<file path="src/core/sysctl_pkg.sv">
package sysctl_pkg;

  // ==========================================================
  // bus map and answers
  // ==========================================================
  localparam logic [31:0] SYSCTL_OFS  = 32'h0000_0000;
  localparam logic [1:0]  RESP_OKAY   = 2'h0;
  localparam logic [1:0]  RESP_DECODE = 2'h3;
  localparam int          LANE_LO     = 0;
  localparam int          LANE_HI     = 1;

  // ==========================================================
  // system control register layout
  // ==========================================================
  localparam int          MAC_BIT     = 13;
  localparam int          RAM_BIT     = 8;
  localparam int          FLASH_BIT   = 7;
  localparam int          DTC_BIT     = 1;
  localparam logic [15:0] FIXED_ONES  = 16'hd401;
  localparam logic [15:0] RESET_VALUE = 16'hd503;
  localparam logic        MAC_RST     = 1'h0;
  localparam logic        RAM_RST     = 1'h1;
  localparam logic        FLASH_RST   = 1'h0;
  localparam logic        DTC_RST     = 1'h1;

  // writable controls of the register
  typedef struct packed {
    logic mac_sat;
    logic ram_en;
    logic flash_en;
    logic dtc_short;
  } ctrl_s;

  localparam ctrl_s CTRL_RST = '{MAC_RST, RAM_RST, FLASH_RST, DTC_RST};

  // bus answer state, one-hot
  typedef enum logic [1:0] {
    ST_IDLE   = 2'b01,
    ST_ANSWER = 2'b10
  } bus_state_e;

  // builds the 16-bit read view from the controls
  function automatic logic [15:0] view(input ctrl_s c);
    logic [15:0] v;
    v            = FIXED_ONES;
    v[MAC_BIT]   = c.mac_sat;
    v[RAM_BIT]   = c.ram_en;
    v[FLASH_BIT] = c.flash_en;
    v[DTC_BIT]   = c.dtc_short;
    return v;
  endfunction : view

endpackage : sysctl_pkg

</file>
<file path="src/core/system_control.sv">
`timescale 1ns/1ps

// Operation
// - bit 13 selects multiply-accumulate saturation, 1 saturates; resets to 0
// - bits 15 and 14 read 1 always, writes ignored
// - bit 12 reads 1 always, writes ignored
// - bits 11 and 9 read 0; software writes 0 there
// - bit 10 reads 1; software writes 1 there
// - bit 8 enables on-chip RAM, 0 disables it
// - RAM enable is 1 when reset is released
// - flash control registers reachable only while bit 7 is 1; resets to 0
// - clearing bit 7 keeps flash control register contents
// - bits 6 to 2 read 0; software writes 0 there
// - bit 1 selects transfer addressing: 0 full, 1 short; resets to 1
// - bit 0 reads 1; software writes 1 there
module system_control #(
  parameter int ADDR_W = 4
) (
  input  wire logic              mclk,
  input  wire logic              arst_n,
  input  wire logic [ADDR_W-1:0] address,
  input  wire logic              read,
  input  wire logic              write,
  input  wire logic [31:0]       writedata,
  input  wire logic [3:0]        byteenable,
  output logic      [31:0]       readdata,
  output logic      [1:0]        response,
  output logic                   waitrequest,
  output logic                   mac_saturate_select,
  output logic                   onchip_memory_enable,
  output logic                   flash_regs_access_enable,
  output logic                   transfer_ctrl_addr_mode,
  input  wire logic              flash_acc_req,
  output logic                   flash_acc_grant
);

  // ==========================================================
  // elaboration checks
  // ==========================================================
  if (ADDR_W < 2 || ADDR_W > 32)
  begin : g_bad_addr_w
    $error("ADDR_W must lie between 2 and 32");
  end

  // ==========================================================
  // state
  // ==========================================================
  sysctl_pkg::bus_state_e state_reg;
  sysctl_pkg::bus_state_e state_next;
  logic                   hit_reg;
  logic                   hit_next;
  logic                   wait_reg;
  logic                   wait_next;
  logic [31:0]            rdata_reg;
  logic [31:0]            rdata_next;
  logic [1:0]             resp_reg;
  logic [1:0]             resp_next;
  sysctl_pkg::ctrl_s      ctrl_reg;
  sysctl_pkg::ctrl_s      ctrl_next;
  logic                   grant_reg;
  logic                   grant_next;
  logic                   addr_hit;
  logic                   commit_wr;

  // register is mapped at one aligned word
  assign addr_hit = (address == sysctl_pkg::SYSCTL_OFS[ADDR_W-1:0]);

  // write takes effect only at the edge where waitrequest is low
  assign commit_wr = (state_reg == sysctl_pkg::ST_ANSWER) && write && hit_reg;

  // ==========================================================
  // bus slave: one wait cycle, then the answer
  // ==========================================================
  always_comb
  begin
    state_next = state_reg;
    hit_next   = hit_reg;
    wait_next  = wait_reg;
    rdata_next = rdata_reg;
    resp_next  = resp_reg;
    unique case (state_reg)
      sysctl_pkg::ST_IDLE:
      begin
        if (read || write)
        begin
          state_next = sysctl_pkg::ST_ANSWER;
          hit_next   = addr_hit;
          wait_next  = 1'b0;
          resp_next  = addr_hit ? sysctl_pkg::RESP_OKAY : sysctl_pkg::RESP_DECODE;
          if (read)
          begin
            // fixed bits come from the view, unmapped reads return zero
            rdata_next = addr_hit ? {16'h0000, sysctl_pkg::view(ctrl_reg)}
                                  : 32'h0000_0000;
          end
        end
      end
      sysctl_pkg::ST_ANSWER:
      begin
        state_next = sysctl_pkg::ST_IDLE;
        wait_next  = 1'b1;
      end
      default:
      begin
        state_next = sysctl_pkg::ST_IDLE;
        wait_next  = 1'b1;
      end
    endcase
  end

  // bus slave registers
  always_ff @(posedge mclk or negedge arst_n)
  begin
    if (!arst_n)
    begin
      state_reg <= sysctl_pkg::ST_IDLE;
      hit_reg   <= 1'b0;
      wait_reg  <= 1'b1;
      rdata_reg <= 32'h0000_0000;
      resp_reg  <= sysctl_pkg::RESP_OKAY;
    end
    else
    begin
      state_reg <= state_next;
      hit_reg   <= hit_next;
      wait_reg  <= wait_next;
      rdata_reg <= rdata_next;
      resp_reg  <= resp_next;
    end
  end

  // ==========================================================
  // control bits
  // ==========================================================
  // only the four controls are stored; reserved bits ignore writes
  always_comb
  begin
    ctrl_next = ctrl_reg;
    if (commit_wr)
    begin
      if (byteenable[sysctl_pkg::LANE_HI])
      begin
        ctrl_next.mac_sat = writedata[sysctl_pkg::MAC_BIT];
        ctrl_next.ram_en  = writedata[sysctl_pkg::RAM_BIT];
      end
      if (byteenable[sysctl_pkg::LANE_LO])
      begin
        ctrl_next.flash_en  = writedata[sysctl_pkg::FLASH_BIT];
        ctrl_next.dtc_short = writedata[sysctl_pkg::DTC_BIT];
      end
    end
  end

  // controls take their initial values while reset is held
  always_ff @(posedge mclk or negedge arst_n)
  begin
    if (!arst_n)
    begin
      ctrl_reg <= sysctl_pkg::CTRL_RST;
    end
    else
    begin
      ctrl_reg <= ctrl_next;
    end
  end

  // ==========================================================
  // flash control register gate
  // ==========================================================
  // grant only while enabled; nothing is cleared when disabled
  always_comb
  begin
    grant_next = flash_acc_req && ctrl_reg.flash_en;
  end

  // gate register
  always_ff @(posedge mclk or negedge arst_n)
  begin
    if (!arst_n)
    begin
      grant_reg <= 1'b0;
    end
    else
    begin
      grant_reg <= grant_next;
    end
  end

  // ==========================================================
  // outputs
  // ==========================================================
  assign readdata                 = rdata_reg;
  assign response                 = resp_reg;
  assign waitrequest              = wait_reg;
  assign mac_saturate_select      = ctrl_reg.mac_sat;
  assign onchip_memory_enable     = ctrl_reg.ram_en;
  assign flash_regs_access_enable = ctrl_reg.flash_en;
  assign transfer_ctrl_addr_mode  = ctrl_reg.dtc_short;
  assign flash_acc_grant          = grant_reg;

  // marks the first cycle after reset release
  logic first_reg;
  always_ff @(posedge mclk or negedge arst_n)
  begin
    if (!arst_n)
    begin
      first_reg <= 1'b1;
    end
    else
    begin
      first_reg <= 1'b0;
    end
  end

  logic rd_ans;
  assign rd_ans = (state_reg == sysctl_pkg::ST_ANSWER) && read && hit_reg;
endmodule : system_control

</file>
<file path="config.mk">
export PLATFORM = sky130hd
export DESIGN_NAME = system_control
export DESIGN_NICKNAME = d
export VERILOG_FILES = /design/src/core/sysctl_pkg.sv /design/src/core/system_control.sv
export SDC_FILE = /design/constraint.sdc
export NUM_CORES = 1
export LEC_CHECK = 0
export BUFFER_PORTS_ARGS = -buffer_cell sky130_fd_sc_hd__buf_2
export CORE_MARGIN = 5
export CORE_UTILIZATION = 35
export CTS_BUF_LIST = sky130_fd_sc_hd__clkbuf_8
export CTS_CLUSTER_DIAMETER = 30
export DETAILED_ROUTE_END_ITERATION = 7
export PLACE_DENSITY_LB_ADDON = 0.25
export RECOVER_POWER = 50
export SLEW_MARGIN = 10
export SYNTH_ARGS = -nofsm -noshare
export SYNTH_HDL_FRONTEND = slang
export SYNTH_SLANG_ARGS = --single-unit
</file>
<file path="constraint.sdc">
create_clock -name mclk -period 1.5 [get_ports mclk]
set_input_delay 0.075 -clock mclk [delete_from_list [all_inputs] [get_ports mclk]]
set_output_delay 0.075 -clock mclk [all_outputs]
set_load 0.05 [all_outputs]
</file>
==> run summary, run 1 <==
Status: completed
Sequential share of the synthesized area: 45.9%
Fin nets: 142
Worst path max stage delay: 0.57 ns
Most frequent cells in the layout: 23 x conb_1, 23 x buf_2, 11 x dfrtp_1, 8 x clkbuf_1
Mapped Cells: 65
Clk_skew: 0.00497 ns
Crit Path Category: reg -> reg
I/O Buffers: 31
Max-slew headroom: 51.4%
Synthesis-to-layout area growth: 14.9%
Hold Vio Cnt, Final: 0
Startpoint Class: flip-flop
HPWL after DPL: 1.08 mm
Hold crit path type: in -> reg
Hold Path End: mac_saturate_select
Total Wirelength: 1.29 mm
Max reg flops: 5
Num rows: 17
ANT cells: 0
Metal2 WL: 653 um
Via/cell ratio: 3.73
Layout cells sized above 1: 36.5%
1st-iter DRT viols: 8
Vias: 462
CTS root buffer: clkbuf_8
Hold depth: 2
I/O Pins: 85
Die W: 56.9 um
R2R setup slack: 0.16 ns
Crit. End Element: flip-flop
CTS buffer count: 3
GPL Wtd Cong: 0.717
Core footprint: 2150 um2
Power density cells: 1630 nW/um2
Die Area: 3240 um2
Static Leak: 0.000494 uW
Hold_buf cts: 1
Max Clock Freq: 745 MHz
Critical path arrival: 1.46 ns
Data required, critical path: 1.62 ns
Clock transition at path regs: 0.05 ns
Setup_tns: 0 ns
Maximum root-to-sink buffer count: 2
Chip height: 56.9 um
Setup violators final: 0
CTS tree: yes
Total GRT Usage: 7.58%
Clock Sinks: 14
Final worst path period need: 1.34 ns
Met3 wire length: 199 um
Max_cap viols: 0
R2R Path Start: state_reg[0]
Clock latency on the worst-skew pair: 0.24 ns
Gr ovfl total: 0
Pin count of the biggest net entering global routing: 15
DRT met1 WL: 431 um
H-tree depth: 1
Crit-path cells: and4b_1, nand2_1, mux2_1
First-pass GRT wire length: 1.87 mm
Peak VDD IR: 0.517 mV
Mapped cell area: 771 um2
Hold slack final: 0.0446 ns
Vias in the first global route: 433
Mean Syn Cell Area: 11.9 um2
Max layer used: met3
DRC errors left: 0
Initial antenna violation count: 0
Reg-to-reg endpoint: flash_regs_access_enable
DR WL/cell: 10.4 um
Final slew viol count: 0
RSZ-0062 raised after global routing: no
DR pass1 iterations: 2
Worst r2r path cells: 3
Setup bufs post-CTS: 0
Slowest-stage cell, CP: dfstp_2
Crit-path max FO: 4
Yosys cell types: 18
Effective utilization at floorplan: 35.9%
Worst-Margin Slew: 0.729 ns
Routed Antenna Nets: 0
Crit share post-route: 89.5%
Resized Gates After CTS: 0
Ys Warns: 0
Synthesized flop and latch total: 14
Hold Startpoint: writedata[13]
-- critical path, delay by kind of cell, from the launching register on --
family,cells,cell delay (ns)
flops,1,0.57
simple gates,2,0.33
mux,1,0.33
-- logic make-up after synthesis --
| kind of cell | share of synthesized area (%) |
|---|---|
| simple gates | 10.7 |
| flops | 45.9 |
| other cells | 0.487 |
| compound gates | 5.52 |
| buf+inv | 28.2 |
| mux | 9.09 |
-- power breakdown --
group	internal, uW	switching (uW)
registers	464	61.0
clock network	180	117
logic	144	481
-- stage by stage --
step / instance area [um2] / total power, uW / instances / setup slack, ns / utilization, %
global route: 886 / 1510 / 124 / 0.116 / 41.2
detailed placement: 841 / 1170 / 119 / 0.152 / 39.1
floorplan: 853 / 1110 / 87 / 0.00787 / -
finish: 886 / 1450 / 124 / 0.158 / 41.2
CTS: 896 / 1470 / 124 / 0.142 / 41.7
global placement: 841 / 1160 / 119 / 0.174 / 39.1
-- worst max-delay path by stage --
| stage | endpoint | slack [ns] | cells past startpoint | start |
|---|---|---|---|---|
| 4_1_cts | flash_regs_access_enable | 0.14 | 3 | state_reg[0] |
| 3_3_place_gp | flash_regs_access_enable | 0.17 | 3 | state_reg[0] |
| 3_5_place_dp | flash_regs_access_enable | 0.15 | 3 | state_reg[0] |
| 5_1_grt | flash_regs_access_enable | 0.12 | 3 | state_reg[0] |
| 2_1_floorplan | response[0] | 0.008 | 2 | state_reg[0] |
| 6_report | flash_regs_access_enable | 0.16 | 3 | state_reg[0] |
-- cell type report --
type | count | area (um2)
timing repair buffer | 33 | 163
sequential | 14 | 354
fill | 219 | 1260
clock buffer | 3 | 41.3
inverter | 2 | 7.51
clock inverter | 1 | 3.75
tap | 28 | 35.0
multi-input combinational | 43 | 282
-- cells in the mapped netlist --
cell type	count	share of area, %
nand2_1	2	0.97
dfstp_2	3	10
nor3b_2	1	1.6
and2_1	1	0.81
mux2_1	4	5.8
or4_4	1	1.5
a21o_1	1	0.97
nor2_4	1	1.5
and4b_1	1	1.3
nor2_1	1	0.49
dfrtp_1	11	36
mux2i_1	1	1.3
conb_1	1	0.49
mux2_4	1	1.9
a22o_1	4	4.5
buf_4	28	27
inv_1	2	0.97
nand3b_4	1	2.6
-- layer usage --
metal,up-vias,global-route usage (%)
met5,-,0
met4,0,4.97
met3,0,3.45
met2,27,12.1
met1,211,8.03
li1,224,-
(Power assumes the default switching activity.)
==> run 2, diff against run 1 <==
Settings changed: CORE_UTILIZATION 35 to 37, GPL_ROUTABILITY_DRIVEN set to 0.
Clock period 1.5 ns to 1.7 ns, I/O delays scaled along.
==> run summary, run 2 (synthesis gave the netlist of run 1 again) <==
Status: completed
Clock Sinks: 14
Fin nets: 142
Final worst path period need: 1.32 ns
Vias: 471
Switching part of the total: 44.5%
Worst-Margin Slew: 0.726 ns
Chip height: 55.6 um
ANT cells: 0
Effective utilization at floorplan: 38.9%
Crit. End Element: flip-flop
First-pass GRT wire length: 2.13 mm
I/O Pins: 85
Crit share post-route: 77.9%
Data required, critical path: 1.82 ns
Die Area: 3100 um2
Max-slew headroom: 51.6%
CTS tree: yes
Vias in the first global route: 472
Initial antenna violation count: 0
Via/cell ratio: 3.83
CTS root buffer: clkbuf_8
Resized Gates After CTS: 0
Critical path arrival: 1.45 ns
1st-iter DRT viols: 5
Total GRT Usage: 8.75%
Layout cells sized above 1: 37.5%
P_int: 742 uW
Max Clock Freq: 755 MHz
Die W: 55.6 um
DRC errors left: 0
Placed instance area: 840 um2
Clock transition at path regs: 0.06 ns
Hold Vio Cnt, Final: 0
Most frequent cells in the layout: 23 x conb_1, 23 x buf_2, 11 x dfrtp_1, 8 x clkbuf_1
Clk_skew: 0.000953 ns
NetSw: 595 uW
Synthesis-to-layout area growth: 16.1%
Crit-path max FO: 4
Fill cells: 204
Maximum root-to-sink buffer count: 2
Static Leak: 0.000500 uW
DR pass1 iterations: 2
H-tree depth: 1
Peak VDD IR: 0.699 mV
Setup_tns: 0 ns
Clock latency on the worst-skew pair: 0.24 ns
Total Wirelength: 1.35 mm
Pin count of the biggest net entering global routing: 15
Logic gate share of total power: 41.6%
Power density cells: 1490 nW/um2
Num rows: 16
Sequential Power Share: 34.7%
DR WL/cell: 11.0 um
Share of power burned in the clock network: 23.7%
Max_cap viols: 0
CTS buffer count: 3
I/O Buffers: 31
HPWL after DPL: 1.08 mm
Max reg flops: 5
Hold crit path type: in -> reg
Startpoint Class: flip-flop
Crit Path Category: reg -> reg
Post-route cell area: 895 um2
Routed Antenna Nets: 0
RSZ-0062 raised after global routing: no
Hold slack final: 0.0535 ns
Gr ovfl total: 0
Setup violators final: 0
Core footprint: 1980 um2
Final slew viol count: 0
## run 2: worst paths after layout
path | startpoint | slack, ns | cells after the start | endpoint
setup / recovery | state_reg[0] | 0.38 | 3 | flash_regs_access_enable
min in group asynchronous | arst_n | 0.41 | 2 | state_reg[1]
max in group asynchronous | arst_n | 0.83 | 2 | response[0]
hold / removal | writedata[13] | 0.05 | 2 | mac_saturate_select
hold reg to reg | readdata[7] | 0.50 | 1 | readdata[7]
setup reg to reg | state_reg[0] | 0.38 | 3 | flash_regs_access_enable
## run 2: final cells by class
class | count | area [um2] | area share, %
Tap cell | 27 | 33.8 | 3.78
Inverter | 2 | 7.51 | 0.839
Timing Repair Buffer | 33 | 163 | 18.2
Clock buffer | 4 | 55.1 | 6.15
Multi-Input combinational cell | 43 | 282 | 31.5
Sequential cell | 14 | 354 | 39.6
## run 2: power groups by stage
stage / clock [uW] / combinational, uW / sequential, uW
after floorplan: 0 / 357 / 620
after global placement: 0 / 559 / 465
after detailed placement: 0 / 561 / 469
after CTS: 330 / 564 / 464
after global routing: 345 / 579 / 478
final: 317 / 556 / 464
## run 2: worst max-delay path, cell delays in order (launching register included)
cell	delay, ns
dfstp_2	0.56
and4b_1	0.22
nand2_1	0.10
mux2_1	0.32
## run 2: stage by stage
step                      power (uW)  cells  setup WS, ns  utilization (%)
after global placement          1020    118         0.379             42.4
final                           1340    123         0.376             45.1
after detailed placement        1030    118         0.378             42.4
after floorplan                  977     87         0.208                -
after CTS                       1360    123         0.363             45.6
after global routing            1400    123         0.319             45.1
## run 2: repair_timing
| action | CTS | global route |
|---|---|---|
| hold buffers | 1 | 0 |
| endpoints found under the hold margin | 11 | 0 |
| setup buffers | 0 | 0 |
## run 2: routing by layer
layer,GRT usage [%],share of wire [%],up-vias
met1,10.1,40,212
met5,0,0,-
met3,3.25,13,2
li1,-,-,226
met4,5.21,1.3,0
met2,13.7,46,31
